$ cat config.mk
export PLATFORM = sky130hd
export DESIGN_NAME = cis_int_status
export DESIGN_NICKNAME = d
export VERILOG_FILES = /design/src/cis_pkg.sv /design/src/cis_edge_sync.sv /design/src/cis_int_status.sv
export SDC_FILE = /design/constraint.sdc
export NUM_CORES = 1
export LEC_CHECK = 0
export BUFFER_PORTS_ARGS = -buffer_cell sky130_fd_sc_hd__buf_2
export CAP_MARGIN = 20
export CORE_AREA = 4 4 67 82
export DETAILED_ROUTE_END_ITERATION = 8
export DIE_AREA = 0 0 71 86
export GPL_TIMING_DRIVEN = 1
export SETUP_SLACK_MARGIN = 0.02
export SYNTH_ARGS = -nofsm -noshare
export SYNTH_HDL_FRONTEND = slang
export SYNTH_SLANG_ARGS = --single-unit
$ cat constraint.sdc
create_clock -name SYS_CLK -period 1.6 [get_ports SYS_CLK]
set_input_delay 0.16 -clock SYS_CLK [delete_from_list [all_inputs] [get_ports SYS_CLK]]
set_output_delay 0.16 -clock SYS_CLK [all_outputs]
set_load 0.03 [all_outputs]
$ cat src/cis_pkg.sv
// Constants and state types for the channel interrupt status block.
package cis_pkg;

	////////////////////////////////////////////////////////////////////////////
	localparam int ADDR_W = 4;
	localparam int DATA_W = 8;
	localparam int LVL_W  = 5;

	////////////////////////////////////////////////////////////////////////////
	// Register offsets on the plain register port.
	localparam logic [ADDR_W-1:0] OFS_FLAGS    = 4'h0;
	localparam logic [ADDR_W-1:0] OFS_CLEAR    = 4'h1;
	localparam logic [ADDR_W-1:0] OFS_ENABLE   = 4'h2;
	localparam logic [ADDR_W-1:0] OFS_EDGE_SEL = 4'h3;
	localparam logic [ADDR_W-1:0] OFS_LEVELS   = 4'h4;

	////////////////////////////////////////////////////////////////////////////
	// Flag positions in channel_interrupt_flags_0.
	localparam int FLG_AMP   = 7;
	localparam int FLG_TXJ   = 6;
	localparam int FLG_RXJ   = 5;
	localparam int FLG_TOC   = 4;
	localparam int FLG_TCK   = 3;
	localparam int FLG_TLOS  = 2;
	localparam int FLG_SLOS  = 1;
	localparam int FLG_LLOS  = 0;

	// Level positions in channel_status_word_0.
	localparam int LVL_LLOS  = 0;
	localparam int LVL_SLOS  = 1;
	localparam int LVL_TLOS  = 2;
	localparam int LVL_TCK   = 3;
	localparam int LVL_TOC   = 4;

	// Edge-select positions in interrupt_edge_select_word.
	localparam int ES_LOS    = 1;
	localparam int ES_TLOS   = 2;
	localparam int ES_TCK    = 3;
	localparam int ES_TOC    = 4;

	////////////////////////////////////////////////////////////////////////////
	// Reset values and writable masks.
	localparam logic [DATA_W-1:0] RST_FLAGS    = 8'h00;
	localparam logic [DATA_W-1:0] RST_ENABLE   = 8'h00;
	localparam logic [DATA_W-1:0] RST_EDGE_SEL = 8'h00;
	localparam logic [DATA_W-1:0] RST_RDATA    = 8'h00;
	localparam logic [DATA_W-1:0] MASK_EDGE    = 8'h1E;
	localparam logic [LVL_W-1:0]  RST_LVL      = 5'h00;

	////////////////////////////////////////////////////////////////////////////
	typedef struct packed {
		logic s1;
		logic s2;
		logic s3;
		logic stable;
		logic prev;
	} cis_sync_s;

	typedef struct packed {
		logic [DATA_W-1:0] flags;
		logic [DATA_W-1:0] enable;
		logic [DATA_W-1:0] edge_sel;
		logic [DATA_W-1:0] rdata;
		logic              irq;
	} cis_state_s;

endpackage

$ cat src/cis_edge_sync.sv
// Three-stage synchroniser and stable-level tracker for the status levels.
`timescale 1ns/1ps
module cis_edge_sync
	import cis_pkg::*;
(
	input  wire logic             SYS_CLK,
	input  wire logic             RSTN,
	input  wire logic [LVL_W-1:0] LEVEL_IN,
	output logic      [LVL_W-1:0] LEVEL,
	output logic      [LVL_W-1:0] PREV
);

	////////////////////////////////////////////////////////////////////////////
	genvar lane;
	generate
		for (lane = 0; lane < LVL_W; lane++) begin : g_lane
			cis_sync_s st_q;
			cis_sync_s st_d;

			// A change counts only once the second and third stages agree, so a
			// level caught mid-transition by the first stage never reaches the flags.
			always_comb begin
				st_d        = st_q;
				st_d.s1     = LEVEL_IN[lane];
				st_d.s2     = st_q.s1;
				st_d.s3     = st_q.s2;
				st_d.prev   = st_q.stable;
				if (st_q.s2 == st_q.s3) begin
					st_d.stable = st_q.s3;
				end
			end

			always_ff @(posedge SYS_CLK or negedge RSTN) begin
				if (!RSTN) begin
					st_q <= '0;
				end else begin
					st_q <= st_d;
				end
			end

			assign LEVEL[lane] = st_q.stable;
			assign PREV[lane]  = st_q.prev;
		end
	endgenerate

endmodule

$ cat src/cis_int_status.sv
// Channel interrupt status flags with edge selection, enables and interrupt output.
//
// Contract
// - Amplitude overflow sets flag bit 7, which is reported on the interrupt output.
// - Transmit jitter FIFO error sets bit 6, receive jitter FIFO error sets bit 5.
// - Flags are sticky; writing one clears a flag, writing zero leaves it.
// - After reset every flag reads zero.
// - Edge select bit 1 low: line loss flag sets on rising line loss level only.
// - Edge select bit 1 high: line loss flag sets on any line loss change.
// - System loss flag follows system loss level, rising or either edge per select.
// - Output condition flag follows its level, rising or either edge per its select.
// - Missing clock flag follows its level, rising or either edge per its select.
// - Interrupt output is active while any enabled flag is set.
`timescale 1ns/1ps
module cis_int_status
	import cis_pkg::*;
(
	input  wire logic              SYS_CLK,
	input  wire logic              RSTN,
	input  wire logic [ADDR_W-1:0] ADDR,
	input  wire logic [DATA_W-1:0] WDATA,
	input  wire logic              WR,
	input  wire logic              RD,
	output logic      [DATA_W-1:0] RDATA,
	input  wire logic              AMPLITUDE_OVERFLOW_EVENT,
	input  wire logic              TX_JITTER_FIFO_EVENT,
	input  wire logic              RX_JITTER_FIFO_EVENT,
	input  wire logic              LINE_SIGNAL_LOSS_LEVEL,
	input  wire logic              SYSTEM_SIGNAL_LOSS_LEVEL,
	input  wire logic              TX_SIGNAL_LOSS_LEVEL,
	input  wire logic              TX_CLOCK_MISSING_LEVEL,
	input  wire logic              TX_OUTPUT_CONDITION_LEVEL,
	output logic                   IRQ
);

	////////////////////////////////////////////////////////////////////////////
	// Synchronised levels.

	logic [LVL_W-1:0] level_pins;
	logic [LVL_W-1:0] lvl;
	logic [LVL_W-1:0] lvl_prev;

	always_comb begin
		level_pins           = RST_LVL;
		level_pins[LVL_LLOS] = LINE_SIGNAL_LOSS_LEVEL;
		level_pins[LVL_SLOS] = SYSTEM_SIGNAL_LOSS_LEVEL;
		level_pins[LVL_TLOS] = TX_SIGNAL_LOSS_LEVEL;
		level_pins[LVL_TCK]  = TX_CLOCK_MISSING_LEVEL;
		level_pins[LVL_TOC]  = TX_OUTPUT_CONDITION_LEVEL;
	end

	cis_edge_sync u_sync (
		.SYS_CLK  (SYS_CLK),
		.RSTN     (RSTN),
		.LEVEL_IN (level_pins),
		.LEVEL    (lvl),
		.PREV     (lvl_prev)
	);

	////////////////////////////////////////////////////////////////////////////
	// Edge qualification.

	logic [LVL_W-1:0] rise;
	logic [LVL_W-1:0] fall;

	assign rise = lvl & ~lvl_prev;
	assign fall = ~lvl & lvl_prev;

	////////////////////////////////////////////////////////////////////////////
	// State.

	cis_state_s st_q;
	cis_state_s st_d;

	logic [DATA_W-1:0] set_w;
	logic [DATA_W-1:0] clr_w;
	logic              wr_flags;

	// Both the flag word and the clear word accept write-one-to-clear.
	assign wr_flags = WR && ((ADDR == OFS_FLAGS) || (ADDR == OFS_CLEAR));
	assign clr_w    = wr_flags ? WDATA : RST_FLAGS;

	always_comb begin
		set_w           = RST_FLAGS;
		set_w[FLG_AMP]  = AMPLITUDE_OVERFLOW_EVENT;
		set_w[FLG_TXJ]  = TX_JITTER_FIFO_EVENT;
		set_w[FLG_RXJ]  = RX_JITTER_FIFO_EVENT;
		set_w[FLG_LLOS] = rise[LVL_LLOS]
			| (fall[LVL_LLOS] & st_q.edge_sel[ES_LOS]);
		set_w[FLG_SLOS] = rise[LVL_SLOS]
			| (fall[LVL_SLOS] & st_q.edge_sel[ES_LOS]);
		set_w[FLG_TLOS] = rise[LVL_TLOS]
			| (fall[LVL_TLOS] & st_q.edge_sel[ES_TLOS]);
		set_w[FLG_TCK]  = rise[LVL_TCK]
			| (fall[LVL_TCK] & st_q.edge_sel[ES_TCK]);
		set_w[FLG_TOC]  = rise[LVL_TOC]
			| (fall[LVL_TOC] & st_q.edge_sel[ES_TOC]);
	end

	always_comb begin
		st_d = st_q;

		// A flag event in the same cycle as its clear wins, so no event is lost.
		st_d.flags = (st_q.flags & ~clr_w) | set_w;

		if (WR) begin
			if (ADDR == OFS_ENABLE) begin
				st_d.enable = WDATA;
			end else if (ADDR == OFS_EDGE_SEL) begin
				st_d.edge_sel = WDATA & MASK_EDGE;
			end
		end

		// Read data stand for exactly one cycle; unmapped and write-only words read zero.
		st_d.rdata = RST_RDATA;
		if (RD) begin
			if (ADDR == OFS_FLAGS) begin
				st_d.rdata = st_q.flags;
			end else if (ADDR == OFS_ENABLE) begin
				st_d.rdata = st_q.enable;
			end else if (ADDR == OFS_EDGE_SEL) begin
				st_d.rdata = st_q.edge_sel;
			end else if (ADDR == OFS_LEVELS) begin
				st_d.rdata = {{(DATA_W-LVL_W){1'b0}}, lvl};
			end else begin
				st_d.rdata = RST_RDATA;
			end
		end

		// Registered from next values so the pin follows the flags with no extra lag.
		st_d.irq = |(st_d.flags & st_d.enable);
	end

	always_ff @(posedge SYS_CLK or negedge RSTN) begin
		if (!RSTN) begin
			st_q.flags    <= RST_FLAGS;
			st_q.enable   <= RST_ENABLE;
			st_q.edge_sel <= RST_EDGE_SEL;
			st_q.rdata    <= RST_RDATA;
			st_q.irq      <= 1'b0;
		end else begin
			st_q <= st_d;
		end
	end

	assign RDATA = st_q.rdata;
	assign IRQ   = st_q.irq;

	////////////////////////////////////////////////////////////////////////////
	// Checks.

	chk_amp_sets: assert property (
		@(posedge SYS_CLK) disable iff (!RSTN)
		AMPLITUDE_OVERFLOW_EVENT |=> st_q.flags[FLG_AMP]
	) else $error("Amplitude overflow did not set its flag.");

	chk_txj_sets: assert property (
		@(posedge SYS_CLK) disable iff (!RSTN)
		TX_JITTER_FIFO_EVENT |=> st_q.flags[FLG_TXJ]
	) else $error("Transmit jitter FIFO event did not set its flag.");

	chk_rxj_sets: assert property (
		@(posedge SYS_CLK) disable iff (!RSTN)
		RX_JITTER_FIFO_EVENT |=> st_q.flags[FLG_RXJ]
	) else $error("Receive jitter FIFO event did not set its flag.");

	chk_flags_sticky: assert property (
		@(posedge SYS_CLK) disable iff (!RSTN)
		1'b1 |=> ((($past(st_q.flags) & ~$past(clr_w)) & ~st_q.flags) == RST_FLAGS)
	) else $error("A flag dropped without a one being written.");

	chk_clear_one: assert property (
		@(posedge SYS_CLK) disable iff (!RSTN)
		(wr_flags && WDATA[FLG_AMP] && !AMPLITUDE_OVERFLOW_EVENT) |=> !st_q.flags[FLG_AMP]
	) else $error("Writing one did not clear the amplitude flag.");

	chk_reset_zero: assert property (
		@(posedge SYS_CLK)
		$rose(RSTN) |-> (st_q.flags == RST_FLAGS)
	) else $error("Flags not zero after reset.");

	chk_llos_rise: assert property (
		@(posedge SYS_CLK) disable iff (!RSTN)
		(!lvl_prev[LVL_LLOS] && lvl[LVL_LLOS]) |=> st_q.flags[FLG_LLOS]
	) else $error("Line loss rise did not set its flag.");

	chk_llos_no_fall: assert property (
		@(posedge SYS_CLK) disable iff (!RSTN)
		(fall[LVL_LLOS] && !st_q.edge_sel[ES_LOS] && !st_q.flags[FLG_LLOS])
			|=> !st_q.flags[FLG_LLOS]
	) else $error("Line loss fall set its flag in rising-only mode.");

	chk_llos_any: assert property (
		@(posedge SYS_CLK) disable iff (!RSTN)
		(fall[LVL_LLOS] && st_q.edge_sel[ES_LOS]) |=> st_q.flags[FLG_LLOS]
	) else $error("Line loss fall missed in any-edge mode.");

	chk_slos_edge: assert property (
		@(posedge SYS_CLK) disable iff (!RSTN)
		(rise[LVL_SLOS] || (fall[LVL_SLOS] && st_q.edge_sel[ES_LOS])) |=> st_q.flags[FLG_SLOS]
	) else $error("System loss edge did not set its flag.");

	chk_toc_edge: assert property (
		@(posedge SYS_CLK) disable iff (!RSTN)
		(rise[LVL_TOC] || (fall[LVL_TOC] && st_q.edge_sel[ES_TOC])) |=> st_q.flags[FLG_TOC]
	) else $error("Output condition edge did not set its flag.");

	chk_tck_edge: assert property (
		@(posedge SYS_CLK) disable iff (!RSTN)
		(rise[LVL_TCK] || (fall[LVL_TCK] && st_q.edge_sel[ES_TCK])) |=> st_q.flags[FLG_TCK]
	) else $error("Missing clock edge did not set its flag.");

	chk_tlos_edge: assert property (
		@(posedge SYS_CLK) disable iff (!RSTN)
		(rise[LVL_TLOS] || (fall[LVL_TLOS] && st_q.edge_sel[ES_TLOS])) |=> st_q.flags[FLG_TLOS]
	) else $error("Transmit loss edge did not set its flag.");

	chk_irq_level: assert property (
		@(posedge SYS_CLK) disable iff (!RSTN)
		IRQ == (|(st_q.flags & st_q.enable))
	) else $error("Interrupt output disagrees with enabled flags.");

	chk_flags_read: assert property (
		@(posedge SYS_CLK) disable iff (!RSTN)
		(RD && ADDR == OFS_FLAGS) |=> (RDATA == $past(st_q.flags))
	) else $error("Flag read returned wrong data.");

	chk_clear_all: assert property (
		@(posedge SYS_CLK) disable iff (!RSTN)
		wr_flags |=> ((st_q.flags & $past(WDATA) & ~$past(set_w)) == RST_FLAGS)
	) else $error("A written one left its flag set with no new event.");

	chk_zero_keeps: assert property (
		@(posedge SYS_CLK) disable iff (!RSTN)
		(wr_flags && !WDATA[FLG_LLOS] && st_q.flags[FLG_LLOS]) |=> st_q.flags[FLG_LLOS]
	) else $error("Writing zero cleared the line loss flag.");

	chk_flags_quiet: assert property (
		@(posedge SYS_CLK) disable iff (!RSTN)
		((rise == RST_LVL) && (fall == RST_LVL) && !AMPLITUDE_OVERFLOW_EVENT && !TX_JITTER_FIFO_EVENT
			&& !RX_JITTER_FIFO_EVENT && !wr_flags) |=> $stable(st_q.flags)
	) else $error("Flags changed with no event and no clear.");

	chk_enable_write: assert property (
		@(posedge SYS_CLK) disable iff (!RSTN)
		(WR && (ADDR == OFS_ENABLE)) |=> (st_q.enable == $past(WDATA))
	) else $error("Enable write did not land.");

	chk_enable_hold: assert property (
		@(posedge SYS_CLK) disable iff (!RSTN)
		!(WR && (ADDR == OFS_ENABLE)) |=> $stable(st_q.enable)
	) else $error("Enable word changed without a write.");

	chk_edge_write: assert property (
		@(posedge SYS_CLK) disable iff (!RSTN)
		(WR && (ADDR == OFS_EDGE_SEL)) |=> (st_q.edge_sel == ($past(WDATA) & MASK_EDGE))
	) else $error("Edge select write did not land.");

	chk_edge_hold: assert property (
		@(posedge SYS_CLK) disable iff (!RSTN)
		!(WR && (ADDR == OFS_EDGE_SEL)) |=> $stable(st_q.edge_sel)
	) else $error("Edge select changed without a write.");

	chk_edge_masked: assert property (
		@(posedge SYS_CLK) disable iff (!RSTN)
		(st_q.edge_sel & ~MASK_EDGE) == RST_EDGE_SEL
	) else $error("Unused edge select bits are set.");

	chk_rdata_idle: assert property (
		@(posedge SYS_CLK) disable iff (!RSTN)
		!RD |=> (RDATA == RST_RDATA)
	) else $error("Read data stood without a read.");

	chk_enable_read: assert property (
		@(posedge SYS_CLK) disable iff (!RSTN)
		(RD && (ADDR == OFS_ENABLE)) |=> (RDATA == $past(st_q.enable))
	) else $error("Enable read returned wrong data.");

	chk_edge_read: assert property (
		@(posedge SYS_CLK) disable iff (!RSTN)
		(RD && (ADDR == OFS_EDGE_SEL)) |=> (RDATA == $past(st_q.edge_sel))
	) else $error("Edge select read returned wrong data.");

	chk_level_read: assert property (
		@(posedge SYS_CLK) disable iff (!RSTN)
		(RD && (ADDR == OFS_LEVELS)) |=> (RDATA == {{(DATA_W-LVL_W){1'b0}}, $past(lvl)})
	) else $error("Level read returned wrong data.");

	chk_clear_unread: assert property (
		@(posedge SYS_CLK) disable iff (!RSTN)
		(RD && (ADDR == OFS_CLEAR)) |=> (RDATA == RST_RDATA)
	) else $error("Clear word did not read zero.");

	chk_slos_no_fall: assert property (
		@(posedge SYS_CLK) disable iff (!RSTN)
		(fall[LVL_SLOS] && !st_q.edge_sel[ES_LOS] && !st_q.flags[FLG_SLOS]) |=> !st_q.flags[FLG_SLOS]
	) else $error("System loss fall set its flag in rising-only mode.");

	chk_tlos_no_fall: assert property (
		@(posedge SYS_CLK) disable iff (!RSTN)
		(fall[LVL_TLOS] && !st_q.edge_sel[ES_TLOS] && !st_q.flags[FLG_TLOS]) |=> !st_q.flags[FLG_TLOS]
	) else $error("Transmit loss fall set its flag in rising-only mode.");

	chk_tck_no_fall: assert property (
		@(posedge SYS_CLK) disable iff (!RSTN)
		(fall[LVL_TCK] && !st_q.edge_sel[ES_TCK] && !st_q.flags[FLG_TCK]) |=> !st_q.flags[FLG_TCK]
	) else $error("Missing clock fall set its flag in rising-only mode.");

	chk_toc_no_fall: assert property (
		@(posedge SYS_CLK) disable iff (!RSTN)
		(fall[LVL_TOC] && !st_q.edge_sel[ES_TOC] && !st_q.flags[FLG_TOC]) |=> !st_q.flags[FLG_TOC]
	) else $error("Output condition fall set its flag in rising-only mode.");

	chk_irq_amp: assert property (
		@(posedge SYS_CLK) disable iff (!RSTN)
		(st_q.flags[FLG_AMP] && st_q.enable[FLG_AMP]) |-> IRQ
	) else $error("Enabled amplitude flag did not raise the interrupt.");

	chk_irq_txj: assert property (
		@(posedge SYS_CLK) disable iff (!RSTN)
		(st_q.flags[FLG_TXJ] && st_q.enable[FLG_TXJ]) |-> IRQ
	) else $error("Enabled transmit jitter flag did not raise the interrupt.");

	chk_irq_rxj: assert property (
		@(posedge SYS_CLK) disable iff (!RSTN)
		(st_q.flags[FLG_RXJ] && st_q.enable[FLG_RXJ]) |-> IRQ
	) else $error("Enabled receive jitter flag did not raise the interrupt.");

	chk_irq_los: assert property (
		@(posedge SYS_CLK) disable iff (!RSTN)
		(st_q.flags[FLG_LLOS] && st_q.enable[FLG_LLOS]) |-> IRQ
	) else $error("Enabled line loss flag did not raise the interrupt.");

	chk_irq_masked: assert property (
		@(posedge SYS_CLK) disable iff (!RSTN)
		(st_q.enable == RST_ENABLE) |-> !IRQ
	) else $error("Interrupt raised with every flag disabled.");

	chk_reset_regs: assert property (
		@(posedge SYS_CLK)
		$rose(RSTN) |-> ((st_q.enable == RST_ENABLE) && (st_q.edge_sel == RST_EDGE_SEL))
	) else $error("Enable or edge select not zero after reset.");

	chk_reset_outputs: assert property (
		@(posedge SYS_CLK)
		$rose(RSTN) |-> (!IRQ && (RDATA == RST_RDATA))
	) else $error("Outputs not idle after reset.");

endmodule

==> impl_metrics.tcl, run 1 <==
set metrics [dict create \
    synth_edf_count 0 \
    p_per_area_nw_per_um2 1133 \
    crit_type "input port to flop" \
    die_x_um 71 \
    rows 28 \
    die_area_sq_um 6106 \
    slowest_stage "nor4b_4" \
    vias 1325 \
    yosys_warnings 0 \
    wire_per_inst_um 15.65 \
    routed_wirelength_um 3975 \
    setup_slack_ns 0.1655 \
    crit_path_end_kind "flop" \
    synth_common_cells "dfrtp_1 (54), a22oi_1 (14), mux2_2 (12)" \
    crit_arrival_ns 1.62 \
    fin_crit_sh 0.8966 \
    grt_max_degree 55 \
    drive_gt1_frac 0.3351 \
    fin_crit_ns 1.435 \
    rsz0062_at_grt "no" \
    diodes 0 \
    grt_first_pass_wirelength_um 6955 \
    critPathBufInv 1 \
    first_pass_iters 4 \
    cp.required_ns 1.78 \
    grt_pass1_vias 1449 \
    synthesis.nets 171 \
    portBuffers 32 \
    synth_area_leaders "dfrtp_1 (65%), mux2_2 (6.5%), a22oi_1 (5.1%), buf_4 (2.9%), maj3_1 (2.4%)" \
    final_area_sq_um 2497 \
    syn_inst 147 \
    async_flop_share 1.000 \
    path_cells "buf_2 > nor4b_4 > nand2_1 > a221o_1 > a22oi_1 > nand4_1" \
    overflow 0 \
    final_cell_count_no_fill 254 \
    cts_tree "yes" \
    synth_ff_type "dfrtp_1" \
    holdWs_ns 0.06299 \
    yosys.area.top_type "dfrtp_1" \
    final_antenna_net_count 0 \
    h-tree-depth 2 \
    min_path_type "input port to flop" \
    cp-start-kind "input port" \
    maxSlewViolCount 0 \
    grt.total_usage 0.1444 \
    fin_nets 217 \
    synth_most_common_cell "dfrtp_1" \
    worst_slew_pin_slew_ns 0.4933 \
    finalWeightedCongestion 0.8039 \
    clock_sinks 54 \
    place_hpwl_um 2851 \
    root_buffer "clkbuf_8" \
    hold_viol 0 \
    max_slew_margin 0.6697 \
    place_ws_ns -0.1734 \
    skew_ns 0.01084 \
    status "finished, final reports clean" \
    cp_max_fo 7 \
    vias_per_cell 5.217 \
    clk_path_buf_depth 2 \
    drc 0 \
    initial_core_util 0.4336 \
    setup_viol 0 \
    dpl-instance-area_sq_um 2327 \
    synth_cell_types 25 \
    numCtsBuffers 5 \
    synth_seq_cells 54 \
    seq_area_frac_synth 0.6541 \
    core_area_sq_um 4765 \
    initialDrtViolationCount 82 \
    clkTransAtPathRegs_ns 0.09 \
    drv_cap 0 \
    syn_to_final_growth_pct 20.90 \
    antenna_found_initial 0 \
    vdd_drop_max_uv 475.9 \
    ctsResizeCount 0 \
    clk_latency_ns 0.31 \
    worst_path_largest_cell_delay_ns 0.50 \
    max_freq_mhz 697.1 \
    die_h_um 86 \
    final.setup.tns_ns 0 \
    netlist_area_sq_um 2066 \
    crit_family "simple AND/OR/NAND/NOR gates" \
    p_leak_nw 1.122 \
    syn_avg_cell_area_sq_um 14.05 \
    post-place-cells 240 \
    synth_top_area_frac 0.6541 \
    io_pins 33 \
]
## metrics by stage
| stage | util | power (W) |
|---|---|---|
| 2_1_floorplan | - | 0.001794 |
| 3_3_place_gp | 0.4884 | 0.001922 |
| 3_5_place_dp | 0.4884 | 0.001945 |
| 4_1_cts | 0.5242 | 0.002864 |
| 5_1_grt | 0.5242 | 0.002976 |
| 6_report | 0.5242 | 0.002831 |
## layout make-up
type                    instances  area (sq um)
clock buffers                   6         72.57
clock inverters                 2         37.54
fillers                       436          2267
inverters                       7         26.28
multi-input cells              77         626.9
flip-flops and latches         54          1351
well taps                      60         75.07
repair buffers                 48         307.8
## cell families after synthesis
kind of cell,share of synthesized area
muxes,0.06542
buffers and inverters,0.04422
DFF,0.6542
AOI/OAI and AO/OA,0.1102
adders and majority gates,0.02423
and+or+nand+nor,0.1018
## path summary, 6_finish.rpt
path | to | slack, ns | from | depth (start not counted)
hold / removal | st_q[31]$_DFF_PN0_ | 0.06 | TX_JITTER_FIFO_EVENT | 2
setup reg to reg | IRQ$_DFF_PN0_ | 0.29 | st_q[12]$_DFFE_PN0P_ | 4
setup / recovery | IRQ$_DFF_PN0_ | 0.17 | ADDR[3] | 6
max in group asynchronous | u_sync.g_lane[2].st_q[2]$_DFF_PN0_ | 1.00 | RSTN | 3
min in group asynchronous | st_q[32]$_DFF_PN0_ | 0.36 | RSTN | 3
hold reg to reg | u_sync.g_lane[2].st_d[2]$_DFF_PN0_ | 0.35 | u_sync.g_lane[2].st_d[3]$_DFF_PN0_ | 0
## layout by cell type (no fill, tap or decap), types with 2 or more instances in the layout
cell           synthesis  layout
and2_1                 5       5
mux2_2                12      11
a221o_1                4       4
inv_1                  7       7
buf_2                  1      32
nor2_1                 2       2
dfrtp_1               54      54
clkbuf_8               0       5
o21ai_0                5       5
buf_4                  8       9
maj3_1                 5       5
nand2_1                8       8
nor3b_1                5       5
nor4b_4                2       2
nor2b_1                3       3
dlygate4sd3_1          0       6
a22oi_1               14      14
a21o_1                 3       3
## layer usage
metal	global-route usage	routed length [um]	vias up
met5	0	0	-
met4	0.05470	63	0
met3	0.03869	231	7
met2	0.2346	2004	39
met1	0.1846	1675	667
li1	-	-	612
## where the power goes
| group | switching (W) | internal, W | total [W] | leakage [nW] |
|---|---|---|---|---|
| Sequential | 0.0000808 | 0.00150 | 0.00158 | 0.631 |
| Clock | 0.000438 | 0.000467 | 0.000905 | 0.0514 |
| Combinational | 0.000171 | 0.000175 | 0.000346 | 0.440 |
| Total | 0.000690 | 0.00214 | 0.00283 | 1.12 |
## registers in the layout, indices dropped and copies added (netlist names)
| register | cells |
|---|---|
| u_sync.g_lane.st_d | 10 |
| st_q | 20 |
| IRQ | 1 |
| u_sync.LEVEL | 5 |
| u_sync.PREV | 5 |
| u_sync.g_lane.st_q | 5 |
| RDATA | 8 |
## timing repair
action / 4_1_cts / 5_1_grt
endpoints found under the setup margin: 0 / 0
buffers inserted: 0 / 0
hold endpoints to repair: 59 / 0
hold buffers: 6 / 0
No activity file was read; power rests on OpenSTA's default activity.
==> run 2, diff against run 1 <==
--- a/config.mk
+++ b/config.mk
@@ -7,9 +7,9 @@
 export LEC_CHECK = 0
 export BUFFER_PORTS_ARGS = -buffer_cell sky130_fd_sc_hd__buf_2
 export CAP_MARGIN = 20
-export CORE_AREA = 4 4 67 82
+export CORE_AREA = 4 4 71 86
 export DETAILED_ROUTE_END_ITERATION = 8
-export DIE_AREA = 0 0 71 86
+export DIE_AREA = 0 0 75 90
 export GPL_TIMING_DRIVEN = 1
 export SETUP_SLACK_MARGIN = 0.02
 export SYNTH_ARGS = -nofsm -noshare
==> impl_metrics.tcl, run 2 (synthesis results as in run 1) <==
set metrics [dict create \
    drc 0 \
    worstReg2RegEnd "IRQ$_DFF_PN0_" \
    cp-startpoint "ADDR[2]" \
    status "finished, final reports clean" \
    cp-start-kind "input port" \
    power_w 0.002806 \
    crit_type "input port to flop" \
    syn_to_final_growth_pct 20.84 \
    regMostFlops "st_q" \
    die_area_sq_um 6750 \
    clk_path_buf_depth 2 \
    min_path_type "input port to flop" \
    fin_crit_sh 0.8607 \
    grt_max_degree 36 \
    maxSlewViolCount 0 \
    wire_per_inst_um 16.08 \
    cts_tree "yes" \
    final.setup.tns_ns 0 \
    post-place-cells 242 \
    place_hpwl_um 3029 \
    grt.total_usage 0.1356 \
    worst_path_largest_cell_delay_ns 0.31 \
    top_layer_used "met4" \
    cp_max_fo 8 \
    largest_reg_flops 20 \
    portBuffers 32 \
    reg2reg_depth 4 \
    skew_ns 0.008695 \
    clock_sinks 54 \
    vias_per_cell 5.168 \
    core_area_sq_um 5261 \
    cts_setup_buffers 0 \
    wl_met1_um 1767 \
    rsz0062_at_grt "no" \
    die_x_um 75 \
    route.met3.wl_um 216 \
    layout_commonest_cell "dfrtp_1" \
    ctsResizeCount 0 \
    fill_cells 463 \
    io_pins 33 \
    drive_gt1_frac 0.3299 \
    multiInputGateArea_sq_um 626.9 \
    numCtsBuffers 5 \
    worst_slew_pin_slew_ns 0.4671 \
    routed_wirelength_um 4117 \
    drv_cap 0 \
    grt_pass1_vias 1444 \
    setup_viol 0 \
    reg2reg_slack_ns 0.27 \
    final_cell_mix "dfrtp_1 (54), buf_2 (32), a22oi_1 (14)" \
    clk_latency_ns 0.30 \
    max_freq_mhz 726.2 \
    fin_crit_ns 1.377 \
    p_leak_nw 1.123 \
    fin_nets 217 \
    die_h_um 90 \
    root_buffer "clkbuf_8" \
    seqCellArea_sq_um 1351 \
    hold_viol 0 \
    vias 1323 \
    cp.required_ns 1.77 \
    grt_first_pass_wirelength_um 7079 \
    overflow 0 \
    h-tree-depth 2 \
    initialDrtViolationCount 64 \
    fin_util 0.4744 \
    p_per_area_nw_per_um2 1124 \
    final_antenna_net_count 0 \
    timing.rr.start "st_q[12]$_DFFE_PN0P_" \
    diodes 0 \
    initial_core_util 0.3926 \
    slowest_stage "a221o_1" \
    rows 29 \
    max_slew_margin 0.6886 \
    antenna_found_initial 0 \
    vdd_drop_max_uv 568.2 \
    finalWeightedCongestion 0.8286 \
    crit_path_end_kind "flop" \
    crit_arrival_ns 1.55 \
    clkTransAtPathRegs_ns 0.10 \
    final_cell_count_no_fill 256 \
    path_cells "buf_2 > nor4b_4 > buf_4 > nand2_1 > a221o_1 > a22oi_1 > nand4_1" \
    first_pass_iters 4 \
    endpoint "IRQ$_DFF_PN0_" \
    wl_met2_um 2109 \
]
## run 2: layout make-up
class | count | share of cell area
Inverter | 7 | 0.01053
Clock inverter | 1 | 0.01203
Tap cell | 62 | 0.03108
Timing Repair Buffer | 48 | 0.1233
Sequential cell | 54 | 0.5414
Clock buffer | 7 | 0.03058
Multi-Input combinational cell | 77 | 0.2511
## run 2: per-layer routing
metal	GRT usage	up-vias
met2	0.2267	37
met1	0.1719	673
met5	0	-
li1	-	611
met3	0.03013	2
met4	0.03858	0
## run 2: worst min path at each step
stage,start,to,slack [ns],cells past startpoint
after CTS,AMPLITUDE_OVERFLOW_EVENT,st_q[32]$_DFF_PN0_,0.07,2
after detailed placement,RSTN,u_sync.g_lane[0].st_d[3]$_DFF_PN0_,0.15,1
after floorplan,RSTN,IRQ$_DFF_PN0_,-0.14,0
final,RX_JITTER_FIFO_EVENT,st_q[30]$_DFF_PN0_,0.08,2
after global placement,RSTN,u_sync.g_lane[0].st_d[3]$_DFF_PN0_,0.13,1
after global routing,RX_JITTER_FIFO_EVENT,st_q[30]$_DFF_PN0_,0.07,2
## run 2: per-stage QoR
| stage | hold WS (ns) | setup slack, ns | instance area, sq um |
|---|---|---|---|
| floorplan | -0.1356 | 0.01562 | 2076 |
| global placement | 0.1306 | -0.06829 | 2330 |
| detailed placement | 0.1471 | -0.1102 | 2330 |
| CTS | 0.06971 | 0.2173 | 2496 |
| global route | 0.07123 | 0.1929 | 2496 |
| finish | 0.07766 | 0.2229 | 2496 |
## run 2: what timing repair did
item / CTS / global route
endpoints found under the setup margin: 0 / 0
hold buffers: 6 / 0
endpoints found under the hold margin: 24 / 0
## run 2: where the power goes
group	total [W]	switching [W]	internal, W
Clock	0.000882	0.000414	0.000469
Combinational	0.000345	0.000170	0.000175
Sequential	0.00158	0.0000807	0.00150
Total	0.00281	0.000665	0.00214
## run 2: critical path: cells and delay by family
family	cells	cell delay (ns)
AOI/OAI and AO/OA	2	0.56
and+or+nand+nor	3	0.47
buffers and inverters	2	0.37
